--- src/pmcm_pkg.sv ---
// Constants for the power-mode and system-clock manager.
// Assumes a single 20 MHz clock mclk and an Avalon-MM register slave.
// Functional notes
// - Active mode runs the processor and clocks every software-enabled peripheral.
// - Idle gates processor and memory clocks; any interrupt returns to active.
// - Standby keeps only always-on domain; wakes on pin, RTC or sensor event.
// - Standby wake resumes processor in place; retained peripherals keep configuration.
// - Output levels stay latched at pre-entry values throughout standby.
// - Shutdown powers everything off; pins keep values from just before entry.
// - Level change on a shutdown wake pin wakes the device as a reset.
// - Reset cause register separates wake-pin, reset-pin and power-on resets.
// - Across shutdown only latched pins and nonvolatile memory survive.
// - High-speed clock runs in active and idle; off otherwise.
// - Medium-speed clock runs active, idle, standby; off in shutdown and reset.
// - Low-speed clock runs active, idle, standby; off in shutdown and reset.
// - State fully retained active/idle, partly in standby, none otherwise.
// - Reset pin wakes in every mode; RTC wake only active, idle, standby.
// - High-speed clock source selectable: RC oscillator, resonator or crystal.
// - Radio allowed only when high-speed clock comes from resonator or crystal.
// - Medium-speed clock always from its own RC oscillator, feeds sensor and power.
// - Low-speed source selectable among five options.
// - Low-speed clock drives RTC and radio timer resync around standby.
// - Low-speed clock may be driven out when from crystal or RC oscillator.
// - Sensor-controller peripherals are also controllable by the application processor.
// - Brownout on in active/idle, duty cycled standby, off shutdown; POR on through standby.
package pmcm_pkg;
  typedef enum logic [2:0] {
    PMCM_ACTIVE = 3'b000,
    PMCM_IDLE = 3'b001,
    PMCM_GATE = 3'b010,
    PMCM_LATCH = 3'b011,
    PMCM_STANDBY = 3'b100,
    PMCM_SHUTDOWN = 3'b101,
    PMCM_HELD = 3'b110
  } pmcm_mode_e;
  // Register word offsets (byte addresses)
  localparam logic [3:0] PMCM_OFS_MODE = 4'h0;
  localparam logic [3:0] PMCM_OFS_CLKSEL = 4'h4;
  localparam logic [3:0] PMCM_OFS_STATUS = 4'h8;
  localparam logic [3:0] PMCM_OFS_CAUSE = 4'hC;
  // Mode request codes
  localparam logic [1:0] PMCM_REQ_NONE = 2'h0;
  localparam logic [1:0] PMCM_REQ_IDLE = 2'h1;
  localparam logic [1:0] PMCM_REQ_STANDBY = 2'h2;
  localparam logic [1:0] PMCM_REQ_SHUTDOWN = 2'h3;
  // High-speed sources
  localparam logic [1:0] PMCM_HF_RC = 2'h0;
  localparam logic [1:0] PMCM_HF_RES = 2'h1;
  localparam logic [1:0] PMCM_HF_XTAL = 2'h2;
  // Low-speed sources
  localparam logic [2:0] PMCM_LF_RC = 3'h0;
  localparam logic [2:0] PMCM_LF_WATCH = 3'h1;
  localparam logic [2:0] PMCM_LF_RES = 3'h2;
  localparam logic [2:0] PMCM_LF_HFXTAL = 3'h3;
  localparam logic [2:0] PMCM_LF_PIN = 3'h4;
  // Clock select field positions
  localparam int PMCM_CS_HF_LSB = 0;
  localparam int PMCM_CS_LF_LSB = 4;
  localparam int PMCM_CS_LFOUT_BIT = 8;
  localparam int PMCM_CS_SCCPU_BIT = 9;
  // Reset cause codes
  localparam logic [1:0] PMCM_CAUSE_POR = 2'h0;
  localparam logic [1:0] PMCM_CAUSE_PIN = 2'h1;
  localparam logic [1:0] PMCM_CAUSE_WAKE = 2'h2;
  // Reset values
  localparam logic [1:0] PMCM_HF_RST = 2'h0;
  localparam logic [2:0] PMCM_LF_RST = 3'h0;
  // Gating settle time and duty-cycle period
  localparam int PMCM_CLK_MHZ = 20;
  localparam int PMCM_GATE_NS = 200;
  localparam int PMCM_GATE_CYC = (PMCM_GATE_NS * PMCM_CLK_MHZ + 999) / 1000;
  localparam int PMCM_DUTY_CYC = 16;
endpackage : pmcm_pkg

--- src/pmcm_pinlatch.sv ---
// Holds the pin output levels while the latch request stands.
// Assumes the pin drive levels come from logic on mclk.
`timescale 1ns/1ps
`default_nettype none
module pmcm_pinlatch #(
  parameter int W = 8
) (
  input wire logic mclk,
  input wire logic rst_n,
  input wire logic hold,
  input wire logic [W-1:0] gpio_live,
  output logic [W-1:0] gpio_q
);
  // Follow live level, freeze while held
  always_ff @(posedge mclk or negedge rst_n) begin
    if (!rst_n) begin
      gpio_q <= '0;
    end else if (!hold) begin
      gpio_q <= gpio_live;
    end
  end
endmodule : pmcm_pinlatch
`default_nettype wire

--- src/pmcm_sync.sv ---
// Three-stage input synchroniser with agreement filter.
// Assumes asynchronous input; output changes when stages two and three agree.
`timescale 1ns/1ps
`default_nettype none
module pmcm_sync #(
  parameter int W = 1
) (
  input wire logic mclk,
  input wire logic rst_n,
  input wire logic [W-1:0] din,
  output logic [W-1:0] dout
);
  logic [W-1:0] s1_r;
  logic [W-1:0] s2_r;
  logic [W-1:0] s3_r;
  // Shift chain
  always_ff @(posedge mclk or negedge rst_n) begin
    if (!rst_n) begin
      s1_r <= '0;
      s2_r <= '0;
      s3_r <= '0;
    end else begin
      s1_r <= din;
      s2_r <= s1_r;
      s3_r <= s2_r;
    end
  end
  // Accept a bit once the last two stages agree
  always_ff @(posedge mclk or negedge rst_n) begin
    if (!rst_n) begin
      dout <= '0;
    end else begin
      dout <= (s2_r & s3_r) | (dout & (s2_r | s3_r));
    end
  end
endmodule : pmcm_sync
`default_nettype wire

--- src/pmcm_top.sv ---
// Power-mode sequencer and clock source selector with Avalon-MM registers.
// Assumes pins and wake events arrive asynchronously; gpio levels from mclk logic.
`timescale 1ns/1ps
`default_nettype none
module pmcm_top
  import pmcm_pkg::*;
#(
  parameter int GPIO_W = 8
) (
  input wire logic mclk,
  input wire logic rst_n,
  input wire logic por_n,
  input wire logic [3:0] avs_address,
  input wire logic avs_read,
  input wire logic avs_write,
  input wire logic [31:0] avs_writedata,
  input wire logic [3:0] avs_byteenable,
  output logic [31:0] avs_readdata,
  output logic avs_waitrequest,
  input wire logic reset_pin_n,
  input wire logic [GPIO_W-1:0] wake_pin,
  input wire logic [GPIO_W-1:0] shutdown_wake_en,
  input wire logic rtc_event,
  input wire logic sensor_event,
  input wire logic irq_any,
  input wire logic [GPIO_W-1:0] gpio_live,
  output logic [GPIO_W-1:0] gpio_out,
  output logic cpu_clk_en,
  output logic mem_clk_en,
  output logic periph_clk_en,
  output logic always_on_domain_pwr,
  output logic sensor_pwr,
  output logic retain_full,
  output logic retain_partial,
  output logic high_speed_system_clock_en,
  output logic [1:0] high_speed_src,
  output logic medium_speed_system_clock_en,
  output logic low_speed_system_clock_en,
  output logic [2:0] low_speed_src,
  output logic low_speed_clock_out_en,
  output logic radio_allowed,
  output logic rtc_clk_en,
  output logic radio_timer_resync,
  output logic sensor_periph_cpu_ctl,
  output logic brownout_detector_en,
  output logic por_circuit_en,
  output logic soft_reset
);
  pmcm_mode_e mode_r;
  pmcm_mode_e mode_nxt;
  pmcm_mode_e target_r;
  logic [1:0] hf_sel_r;
  logic [2:0] lf_sel_r;
  logic lfout_r;
  logic sccpu_r;
  logic [1:0] cause_r;
  logic [7:0] gate_cnt_r;
  logic [4:0] duty_cnt_r;
  logic [GPIO_W-1:0] shut_ref_r;
  logic rdone_r;
  logic pin_s;
  logic [GPIO_W-1:0] wake_s;
  logic rtc_s;
  logic sens_s;
  logic reset_held;
  logic pin_change;
  logic wake_stby;
  logic wr_mode;
  logic latch_hold;
  logic lf_out_ok;

  // Synchronise external inputs
  pmcm_sync #(.W(GPIO_W + 3)) u_sync (
    .mclk(mclk),
    .rst_n(rst_n),
    .din({~reset_pin_n, wake_pin, rtc_event, sensor_event}),
    .dout({pin_s, wake_s, rtc_s, sens_s})
  );

  assign reset_held = pin_s;
  assign pin_change = |((wake_s ^ shut_ref_r) & shutdown_wake_en);
  assign wake_stby = (|wake_s) | rtc_s | sens_s;
  assign wr_mode = avs_write && (avs_address == PMCM_OFS_MODE) && avs_byteenable[0];
  assign latch_hold = (mode_r == PMCM_LATCH) || (mode_r == PMCM_STANDBY) || (mode_r == PMCM_SHUTDOWN);

  // Pin levels frozen from latch step through standby and shutdown
  pmcm_pinlatch #(.W(GPIO_W)) u_latch (
    .mclk(mclk),
    .rst_n(rst_n),
    .hold(latch_hold),
    .gpio_live(gpio_live),
    .gpio_q(gpio_out)
  );

  // Mode sequencer next state
  always_comb begin
    mode_nxt = mode_r;
    unique case (mode_r)
      PMCM_ACTIVE: begin
        if (reset_held) begin
          mode_nxt = PMCM_HELD;
        end else if (wr_mode && avs_writedata[1:0] == PMCM_REQ_IDLE) begin
          mode_nxt = PMCM_IDLE;
        end else if (wr_mode && avs_writedata[1:0] != PMCM_REQ_NONE) begin
          mode_nxt = PMCM_GATE;
        end
      end
      PMCM_IDLE: begin
        if (reset_held) begin
          mode_nxt = PMCM_HELD;
        end else if (irq_any || rtc_s) begin
          mode_nxt = PMCM_ACTIVE;
        end
      end
      PMCM_GATE: begin
        if (reset_held) begin
          mode_nxt = PMCM_HELD;
        end else if (gate_cnt_r == 8'(PMCM_GATE_CYC)) begin
          mode_nxt = PMCM_LATCH;
        end
      end
      PMCM_LATCH: begin
        if (reset_held) begin
          mode_nxt = PMCM_HELD;
        end else begin
          mode_nxt = target_r;
        end
      end
      PMCM_STANDBY: begin
        if (reset_held) begin
          mode_nxt = PMCM_HELD;
        end else if (wake_stby) begin
          mode_nxt = PMCM_ACTIVE;
        end
      end
      PMCM_SHUTDOWN: begin
        if (reset_held) begin
          mode_nxt = PMCM_HELD;
        end else if (pin_change) begin
          mode_nxt = PMCM_ACTIVE;
        end
      end
      PMCM_HELD: begin
        if (!reset_held) begin
          mode_nxt = PMCM_ACTIVE;
        end
      end
      default: mode_nxt = PMCM_ACTIVE;
    endcase
  end

  // Mode register
  always_ff @(posedge mclk or negedge rst_n) begin
    if (!rst_n) begin
      mode_r <= PMCM_ACTIVE;
    end else begin
      mode_r <= mode_nxt;
    end
  end

  // Target low-power mode captured on request
  always_ff @(posedge mclk or negedge rst_n) begin
    if (!rst_n) begin
      target_r <= PMCM_STANDBY;
    end else if (mode_r == PMCM_ACTIVE && wr_mode) begin
      target_r <= (avs_writedata[1:0] == PMCM_REQ_SHUTDOWN) ? PMCM_SHUTDOWN : PMCM_STANDBY;
    end
  end

  // Gating settle counter
  always_ff @(posedge mclk or negedge rst_n) begin
    if (!rst_n) begin
      gate_cnt_r <= '0;
    end else if (mode_r == PMCM_GATE) begin
      gate_cnt_r <= gate_cnt_r + 8'h01;
    end else begin
      gate_cnt_r <= '0;
    end
  end

  // Brownout duty-cycle counter for standby
  always_ff @(posedge mclk or negedge rst_n) begin
    if (!rst_n) begin
      duty_cnt_r <= '0;
    end else if (mode_r == PMCM_STANDBY) begin
      duty_cnt_r <= (duty_cnt_r == 5'(PMCM_DUTY_CYC - 1)) ? 5'h00 : duty_cnt_r + 5'h01;
    end else begin
      duty_cnt_r <= '0;
    end
  end

  // Wake-pin reference captured on shutdown entry
  always_ff @(posedge mclk or negedge rst_n) begin
    if (!rst_n) begin
      shut_ref_r <= '0;
    end else if (mode_r == PMCM_LATCH) begin
      shut_ref_r <= wake_s;
    end
  end

  // Clock selection registers; cleared by shutdown or reset pin
  always_ff @(posedge mclk or negedge rst_n) begin
    if (!rst_n) begin
      hf_sel_r <= PMCM_HF_RST;
      lf_sel_r <= PMCM_LF_RST;
      lfout_r <= 1'b0;
      sccpu_r <= 1'b0;
    end else if (mode_r == PMCM_SHUTDOWN || mode_r == PMCM_HELD) begin
      hf_sel_r <= PMCM_HF_RST;
      lf_sel_r <= PMCM_LF_RST;
      lfout_r <= 1'b0;
      sccpu_r <= 1'b0;
    end else if (avs_write && avs_address == PMCM_OFS_CLKSEL) begin
      if (avs_byteenable[0]) begin
        if (avs_writedata[PMCM_CS_HF_LSB +: 2] <= PMCM_HF_XTAL) begin
          hf_sel_r <= avs_writedata[PMCM_CS_HF_LSB +: 2];
        end
        if (avs_writedata[PMCM_CS_LF_LSB +: 3] <= PMCM_LF_PIN) begin
          lf_sel_r <= avs_writedata[PMCM_CS_LF_LSB +: 3];
        end
      end
      if (avs_byteenable[1]) begin
        lfout_r <= avs_writedata[PMCM_CS_LFOUT_BIT];
        sccpu_r <= avs_writedata[PMCM_CS_SCCPU_BIT];
      end
    end
  end

  // Reset cause: por, reset pin, or shutdown wake pin
  always_ff @(posedge mclk or negedge rst_n) begin
    if (!rst_n) begin
      cause_r <= PMCM_CAUSE_POR;
    end else if (!por_n) begin
      cause_r <= PMCM_CAUSE_POR;
    end else if (mode_r == PMCM_HELD) begin
      cause_r <= PMCM_CAUSE_PIN;
    end else if (mode_r == PMCM_SHUTDOWN && pin_change && !reset_held) begin
      cause_r <= PMCM_CAUSE_WAKE;
    end
  end

  // Output decode per mode
  assign cpu_clk_en = (mode_r == PMCM_ACTIVE);
  assign mem_clk_en = (mode_r == PMCM_ACTIVE);
  assign periph_clk_en = (mode_r == PMCM_ACTIVE) || (mode_r == PMCM_IDLE);
  assign always_on_domain_pwr = (mode_r != PMCM_SHUTDOWN) && (mode_r != PMCM_HELD);
  assign sensor_pwr = always_on_domain_pwr;
  assign retain_full = (mode_r == PMCM_ACTIVE) || (mode_r == PMCM_IDLE);
  assign retain_partial = (mode_r == PMCM_GATE) || (mode_r == PMCM_LATCH) || (mode_r == PMCM_STANDBY);
  assign high_speed_system_clock_en = retain_full;
  assign high_speed_src = hf_sel_r;
  assign medium_speed_system_clock_en = always_on_domain_pwr;
  assign low_speed_system_clock_en = always_on_domain_pwr;
  assign low_speed_src = lf_sel_r;
  assign lf_out_ok = (lf_sel_r == PMCM_LF_RC) || (lf_sel_r == PMCM_LF_WATCH) || (lf_sel_r == PMCM_LF_HFXTAL);
  assign low_speed_clock_out_en = lfout_r && lf_out_ok && low_speed_system_clock_en;
  assign radio_allowed = high_speed_system_clock_en && (hf_sel_r != PMCM_HF_RC);
  assign rtc_clk_en = low_speed_system_clock_en;
  assign radio_timer_resync = (mode_r == PMCM_LATCH) || (mode_r == PMCM_STANDBY && mode_nxt == PMCM_ACTIVE);
  assign sensor_periph_cpu_ctl = sccpu_r;
  assign brownout_detector_en = retain_full || (retain_partial && duty_cnt_r == 5'h00);
  assign por_circuit_en = always_on_domain_pwr;
  assign soft_reset = (mode_r == PMCM_HELD) || (mode_r == PMCM_SHUTDOWN);

  // Read answer takes one wait cycle
  always_ff @(posedge mclk or negedge rst_n) begin
    if (!rst_n) begin
      rdone_r <= 1'b0;
      avs_readdata <= '0;
    end else begin
      rdone_r <= avs_read && !rdone_r;
      avs_readdata <= '0;
      if (avs_read) begin
        unique case (avs_address)
          PMCM_OFS_MODE: avs_readdata <= {29'h0000_0000, mode_r};
          PMCM_OFS_CLKSEL: avs_readdata <= {22'h00_0000, sccpu_r, lfout_r, 1'b0, lf_sel_r, 2'b00, hf_sel_r};
          PMCM_OFS_STATUS: avs_readdata <= {29'h0000_0000, radio_allowed, retain_full, always_on_domain_pwr};
          PMCM_OFS_CAUSE: avs_readdata <= {30'h0000_0000, cause_r};
          default: avs_readdata <= '0;
        endcase
      end
    end
  end
  assign avs_waitrequest = avs_read && !rdone_r;

  // Checks
  a_idle_irq_wake: assert property (@(posedge mclk) disable iff (!rst_n)
    (mode_r == PMCM_IDLE && irq_any && !reset_held) |=> (mode_r == PMCM_ACTIVE && cpu_clk_en))
    else $error("idle did not wake on interrupt");
  a_stby_no_hf: assert property (@(posedge mclk) disable iff (!rst_n)
    (mode_r == PMCM_STANDBY) |-> (!high_speed_system_clock_en && low_speed_system_clock_en && !periph_clk_en))
    else $error("standby clocks wrong");
  a_pins_frozen: assert property (@(posedge mclk) disable iff (!rst_n)
    (mode_r == PMCM_STANDBY && $past(mode_r) == PMCM_STANDBY) |-> $stable(gpio_out))
    else $error("pins moved in standby");
  a_shut_off: assert property (@(posedge mclk) disable iff (!rst_n)
    (mode_r == PMCM_SHUTDOWN) |-> (!always_on_domain_pwr && !brownout_detector_en && !medium_speed_system_clock_en))
    else $error("shutdown left power on");
  a_radio_src: assert property (@(posedge mclk) disable iff (!rst_n)
    radio_allowed |-> (hf_sel_r != PMCM_HF_RC))
    else $error("radio on rc clock");
  a_gate_first: assert property (@(posedge mclk) disable iff (!rst_n)
    (mode_r == PMCM_ACTIVE ##1 mode_r == PMCM_GATE) |-> (mode_r == PMCM_GATE)[*5] ##1 mode_r == PMCM_LATCH)
    else $error("gating time wrong");
  a_held_prio: assert property (@(posedge mclk) disable iff (!rst_n)
    (reset_held && mode_r == PMCM_STANDBY) |=> (mode_r == PMCM_HELD))
    else $error("reset pin lost priority");
  a_wake_cause: assert property (@(posedge mclk) disable iff (!rst_n)
    (mode_r == PMCM_SHUTDOWN && pin_change && !reset_held && por_n) |=> (cause_r == PMCM_CAUSE_WAKE))
    else $error("wake cause not recorded");
  a_lfout_gate: assert property (@(posedge mclk) disable iff (!rst_n)
    low_speed_clock_out_en |-> (lf_sel_r != PMCM_LF_PIN && lf_sel_r != PMCM_LF_RES))
    else $error("lf out from bad source");
endmodule : pmcm_top
`default_nettype wire
--- config.mk ---
export PLATFORM = sky130hd
export DESIGN_NAME = pmcm_top
export DESIGN_NICKNAME = d
export VERILOG_FILES = /design/src/pmcm_pkg.sv /design/src/pmcm_pinlatch.sv /design/src/pmcm_sync.sv /design/src/pmcm_top.sv
export SDC_FILE = /design/constraint.sdc
export NUM_CORES = 1
export LEC_CHECK = 0
export BUFFER_PORTS_ARGS = -buffer_cell sky130_fd_sc_hd__buf_2
export CAP_MARGIN = 20
export CORE_ASPECT_RATIO = 0.8
export CORE_MARGIN = 4
export CORE_UTILIZATION = 45
export DETAILED_ROUTE_END_ITERATION = 8
export PLACE_DENSITY = 0.76
export SETUP_SLACK_MARGIN = 0.4
export SYNTH_ARGS = -nofsm -noshare
export SYNTH_HDL_FRONTEND = slang
export SYNTH_SLANG_ARGS = --single-unit
--- constraint.sdc ---
create_clock -name mclk -period 1.46 [get_ports mclk]
set_clock_uncertainty 0.1 [all_clocks]
set_input_delay 0.219 -clock mclk [delete_from_list [all_inputs] [get_ports mclk]]
set_output_delay 0.219 -clock mclk [all_outputs]
set_load 0.1 [all_outputs]
==> metrics.txt, run 1 <==
crit path DAT 1.69 ns; CP Data Required Time 1.14 ns; Util after Layout 74.66%; Synth Area in Simple Gates 12.08%; main combinational cell family by area after synthesis simple AND/OR/NAND/NOR gates; Finish-stage setup viols 42; complex-gate fraction of the synthesized area 6.419%; chip height 92.08 um; internal power 4.912 mW; ys async rst share 100.0%; clock sink count 95; startpoint types flip-flop; Adder-Cell Fraction of Synth Area 4.028%; clk slew on worst S/H paths 0.10 ns; vias 3074; first-pass GRT wire length 15700 um; Clk Tree Root Cell clkbuf_8; Power, Total 8.052 mW; die area 10410 um2; period utilization 137.8%; initial antenna violation count 0; Mapped Cells 316; GP Congestion 0.7817; drt initial violations 153; CP Max Fanout 4; pwr dens 1260 nW/um2; Hold Slack 0.04656 ns; clk buf depth 2; top-count cell post-synth dfrtp_1; die width 113.1 um; detailed placer's ending HPWL 6192 um; row count 30; Gate power share 39.6%; drt pass-1 iters 4; vias in the first global route 3217; Clock Latency Late Sink 0.37 ns; Max VDD drop 0.001279 V; Lkg Pwr 2.888 nW; Setup WS pre-CTS -0.1793 ns; largest cells by area after synthesis dfrtp_1 (60%), buf_4 (6.6%), mux2_2 (5.4%); Synth top area share 59.79%; status finished with violations; Synth warnings 0; Max-cap violations 0; average wire per standard cell 18.96 um; Post-synth EDFFs 0; cts bufs inserted 9; Seq pwr share 37.9%; grt ovf 0; placed inst area 5107 um2; max-slew violation count 0; Achievable Freq 0.4971 GHz; placed cells 534; Final ANT Viol Nets 0; share of cells above drive strength 1 58.21%; FF+latch count, synth 95; post-route insts no fill 593; DR vias/cell 5.184; mux cell area share after synthesis 6.136%; Main synth FF type dfrtp_1; Syn Std Cell Area 3976 um2; most frequent cells after synthesis dfrtp_1 (95), buf_4 (35), nor2_1 (24); sequential share of the synthesized area 59.79%; final instance area 6390 um2; Hold Path Class in2reg; clock share of power 22.5%; # nets final 554; DRC 0; # H-tree levels 3; Total GRT Usage 18.99%; largest net degree at the start of global routing 33; Distinct cells, synth 51; xor/xnor share of the synthesized area 3.524%; PnR worst setup slack -0.5515 ns; Sw Share 39.00%; Mapped Avg Cell Area 12.58 um2; RSZ-0062 raised after global routing yes; CP endpoint kind output port; Fin. Hold Viols 0; Total Wirelength 11240 um; Synth area leader dfrtp_1; Boundary Pins 137; post-layout minimum cycle time 2.012 ns; Area Overhead vs Synth 60.70%; Initial Utilization 46.46%; Core Area 8558 um2; WS Path Type reg2out; Total Neg Setup Slack -11.81 ns; NetSw 3.140 mW; n_diodes 0; violated checks negative setup slack; I/O Buffers 85; CTS tree done
-- state kept, by name, indices dropped and copies added (netlist names) --
| name | flops |
|---|---|
| u_sync.dout | 11 |
| u_sync.s1_r | 11 |
| u_sync.s2_r | 11 |
| u_sync.s3_r | 11 |
| avs_readdata | 8 |
| gate_cnt_r | 8 |
| shut_ref_r | 8 |
| u_latch.gpio_q | 8 |
| duty_cnt_r | 5 |
| low_speed_src | 3 |
| mode_r | 3 |
| cause_r | 2 |
| high_speed_src | 2 |
| lfout_r | 1 |
| rdone_r | 1 |
| sensor_periph_cpu_ctl | 1 |
| target_r | 1 |
-- power by group through the flow --
stage                     logic [mW]  registers (mW)  clock network [mW]
after floorplan                 1.63            3.26                   0
after global placement          2.58            3.01                   0
after detailed placement        2.62            3.03                   0
after CTS                       3.04            3.01                1.82
after global routing            3.30            3.07                1.95
final                           3.19            3.05                1.82
-- layout make-up --
class                      count  area [um2]
timing repair buffer         166        1844
clock buffer                   9       123.9
sequential                    95        2412
clock inverter                 6       78.83
multi-input combinational    196        1752
fill                         468        2168
inverter                       9       38.79
tap                          112       140.1
-- per-layer routing --
layer / vias to the layer above / share of wire, % / track usage [%] / routed length (um)
li1: 1347 / - / - / -
met1: 1565 / 38 / 23.05 / 4276
met2: 128 / 53 / 32.99 / 5976
met3: 34 / 5.3 / 4.420 / 600
met4: 0 / 3.5 / 6.907 / 390
met5: - / 0 / 0 / 0
-- final timing paths --
kind                                      from                     end  slack (ns)  cells past startpoint
worst min-delay path                  avs_read         avs_readdata[0]        0.05                      3
min in group asynchronous                rst_n          u_sync.s3_r[0]        0.15                      2
worst min register to register  u_sync.s1_r[0]          u_sync.s2_r[0]        0.26                      0
worst max-delay path                 mode_r[0]  low_speed_clock_out_en       -0.55                      4
max in group asynchronous                rst_n       u_latch.gpio_q[6]        0.58                      3
worst max register to register       mode_r[1]             target_r[0]       -0.32                      8
-- timing repair --
item / CTS / global route
resized for setup: 146 / 34
pin swaps: 16 / 18
setup buffers: 16 / 7
setup endpoints to repair: 94 / 92
endpoints found under the hold margin: 115 / 0
hold buffers: 21 / 0
-- placed cells by master, fill, tap and decap left out, types with 6 or more instances in the layout --
cell | Yosys | final
dlygate4sd3_1 | 0 | 21
clkbuf_8 | 0 | 9
maj3_2 | 0 | 9
buf_2 | 3 | 44
buf_4 | 35 | 30
xor2_1 | 14 | 9
nor2_1 | 24 | 15
dfrtp_1 | 95 | 67
buf_12 | 0 | 44
mux2_2 | 19 | 17
conb_1 | 1 | 24
dfrtp_2 | 0 | 28
inv_1 | 8 | 6
nand2_1 | 9 | 7
buf_6 | 0 | 26
-- worst max-delay path, cell delays in order (launching register included) --
cell and delay (ns):
dfrtp_2 0.47, xor2_1 0.18, and2_4 0.17, nor4b_4 0.29, buf_12 0.22
-- cell families (layout without fill, tap and decap cells) --
logic type,after synthesis,after routing
multiplexers,22,22
flip-flops,95,95
adder cells (fa/ha/maj),15,15
buffers and inverters,48,190
XOR/XNOR,16,16
other,1,24
AND/OR/NAND/NOR,85,85
AO/OA/AOI/OAI,34,34
No activity file was read; power rests on OpenSTA's default activity.
==> run 2, diff against run 1 <==
- CORE_UTILIZATION: 45 -> 40
- PLACE_DENSITY: 0.76 -> default
- PLACE_DENSITY_LB_ADDON: default -> 0.15
==> metrics.txt, run 2 (synthesis results as in run 1) <==
commonest non-fill, non-tap cell in the layout dfrtp_1 (unchanged); CP Data Required Time 1.14 ns (about the same); share of cells above drive strength 1 57.02% (was 58.21%); first-pass GRT wire length 14330 um (was 15700 um); Lkg Pwr 2.989 nW (was 2.888 nW); worst hold path depth 2 (was 3); filler instances 698 (was 468); max-slew violation count 0 (unchanged); Util after Layout 67.46% (was 74.66%); clock share of power 26.1% (was 22.5%); pwr dens 1285 nW/um2 (was 1260 nW/um2); violated checks negative setup slack (unchanged); GP Congestion 0.7963 (was 0.7817); post-layout minimum cycle time 1.971 ns (was 2.012 ns); CTS tree done (unchanged); Reg2Reg Depth 8 (unchanged); die width 119.5 um (was 113.1 um); vias 2829 (was 3074); CP delay by family, top flip-flops (unchanged); initial antenna violation count 0 (unchanged); clock sink count 95 (unchanged); detailed placer's ending HPWL 5677 um (was 6192 um); drt initial violations 150 (was 153); post-route insts no fill 620 (was 593); placed cells 556 (was 534); met3 Use GR 3.667% (was 4.420%); Boundary Pins 137 (unchanged); Total GRT Usage 15.51% (was 18.99%); clk slew on worst S/H paths 0.07 ns (was 0.10 ns); average wire per standard cell 14.26 um (was 18.96 um); startpoint types flip-flop (unchanged); cts bufs inserted 9 (unchanged); Hold Path Class in2reg (unchanged); grt peak-use layer met2 (unchanged); met2 Use GR 25.69% (was 32.99%); I/O Buffers 85 (unchanged); internal power 5.332 mW (was 4.912 mW); DRC 0 (unchanged); vias in the first global route 2886 (was 3217); die area 11610 um2 (was 10410 um2); Max-cap violations 0 (unchanged); status finished with violations (unchanged); NetSw 3.068 mW (was 3.140 mW); Finish-stage setup viols 37 (was 42); Core Area 9689 um2 (was 8558 um2); n_diodes 0 (unchanged); RSZ-0062 raised after global routing yes (unchanged); Worst path slowest cell dfrtp_2 (unchanged); Final ANT Viol Nets 0 (unchanged); Seq pwr share 36.0% (was 37.9%); clk buf depth 2 (unchanged); chip height 97.18 um (was 92.08 um); DR vias/cell 4.563 (was 5.184); Clock Latency Late Sink 0.34 ns (was 0.37 ns); Max VDD drop 0.0007526 V (was 0.001279 V); period utilization 135.0% (was 137.8%); CP cell instances xor2_1 -> and2_4 -> nor4b_4 -> buf_12 (unchanged); PnR worst setup slack -0.5114 ns (was -0.5515 ns); Total Neg Setup Slack -10.14 ns (was -11.81 ns); register-to-register setup slack -0.31 ns (was -0.32 ns); largest net degree at the start of global routing 96 (was 33); crit path buf inv count 1 (unchanged); Largest stage delay, worst path 0.47 ns (about the same); Achievable Freq 0.5072 GHz (was 0.4971 GHz); Clk Tree Root Cell clkbuf_16 (was clkbuf_8); WS Path Type reg2out (unchanged); Fin. Hold Viols 0 (unchanged); GRT met1 Usage 19.92% (was 23.05%); Total Wirelength 8843 um (was 11240 um); grt ovf 0 (unchanged); Initial Utilization 41.04% (was 46.46%); WP depth 4 (unchanged); Gate power share 37.9% (was 39.6%); drt pass-1 iters 4 (unchanged); most frequent cells in the layout dfrtp_1 (68), buf_2 (44), buf_12 (43) (was dfrtp_1 (67), buf_2 (44), buf_12 (44)); # nets final 556 (was 554); # H-tree levels 3 (unchanged); Sw Share 36.52% (was 39.00%); CP endpoint kind output port (unchanged); crit path DAT 1.65 ns (was 1.69 ns); Area Overhead vs Synth 64.38% (was 60.70%); row count 32 (was 30); CP Max Fanout 7 (was 4)
[run 2: changes by cell type in the layout (fill, tap and decap cells not counted), moves of 4 or more]
cell / delta
clkbuf_8: -9
xor2_1: +5
mux2_4: +8
clkbuf_16: +9
dlygate4sd3_1: -4
buf_6: +13
mux2_2: -8
xor2_2: -5
buf_4: -8
[run 2: what timing repair did]
action / in CTS / in global routing
gates resized for setup: 153 / 43
pin swaps: 23 / 19
buffers inserted: 17 / 14
hold endpoints to repair: 111 / 0
hold buffers: 17 / 0
setup endpoints to repair: 94 / 121
cloned: 0 / 0
[run 2: power groups by stage]
stage                     logic, mW  clock network (mW)  registers [mW]
final                          3.18                2.19            3.02
after global routing           3.31                2.39            3.05
after CTS                      3.00                2.26            3.02
after detailed placement       2.61                   0            3.03
after global placement         2.59                   0            3.02
after floorplan                1.63                   0            3.26
[run 2: layout make-up]
class	instances	area, um2	share of cell area (%)
timing repair buffer	168	1913	29.27
clock inverter	6	53.80	0.8231
tap	136	170.2	2.603
multi-input combinational	196	1723	26.36
clock buffer	10	229.0	3.503
sequential	95	2411	36.89
inverter	9	36.28	0.5551
[run 2: path summary, 6_finish.rpt]
| check | from | end |
|---|---|---|
| hold / removal | gpio_live[3] | u_latch.gpio_q[3] |
| max in group asynchronous | rst_n | avs_readdata[8] |
| setup / recovery | mode_r[1] | low_speed_clock_out_en |
| hold reg to reg | u_sync.s1_r[0] | u_sync.s2_r[0] |
| min in group asynchronous | rst_n | u_sync.s3_r[9] |
| setup reg to reg | mode_r[2] | u_latch.gpio_q[0] |
[run 2: worst register-to-register path: stages, from the launching register on]
cell,delay (ns)
dfrtp_2,0.44
buf_6,0.13
nor2b_4,0.15
nand2_2,0.10
buf_6,0.12
buf_6,0.11
nand2b_4,0.06
buf_12,0.13
mux2_4,0.30
[run 2: metrics by stage]
step | hold WS (ns) | power (mW) | instance area [um2] | setup slack [ns]
floorplan | -0.1766 | 4.895 | 4233 | -0.8570
detailed placement | 0.2092 | 5.635 | 5122 | -0.1968
global placement | 0.2121 | 5.610 | 5122 | -0.1991
global route | 0.007444 | 8.744 | 6536 | -0.5595
CTS | 0.0001315 | 8.284 | 6271 | -0.5215
finish | 0.01361 | 8.400 | 6536 | -0.5114
[run 2: per-layer routing]
| layer | routed length (um) | part of all wire [%] |
|---|---|---|
| met2 | 4522 | 51 |
| met5 | 0 | 0 |
| met1 | 3873 | 44 |
| met4 | 135 | 1.5 |
| met3 | 311 | 3.5 |
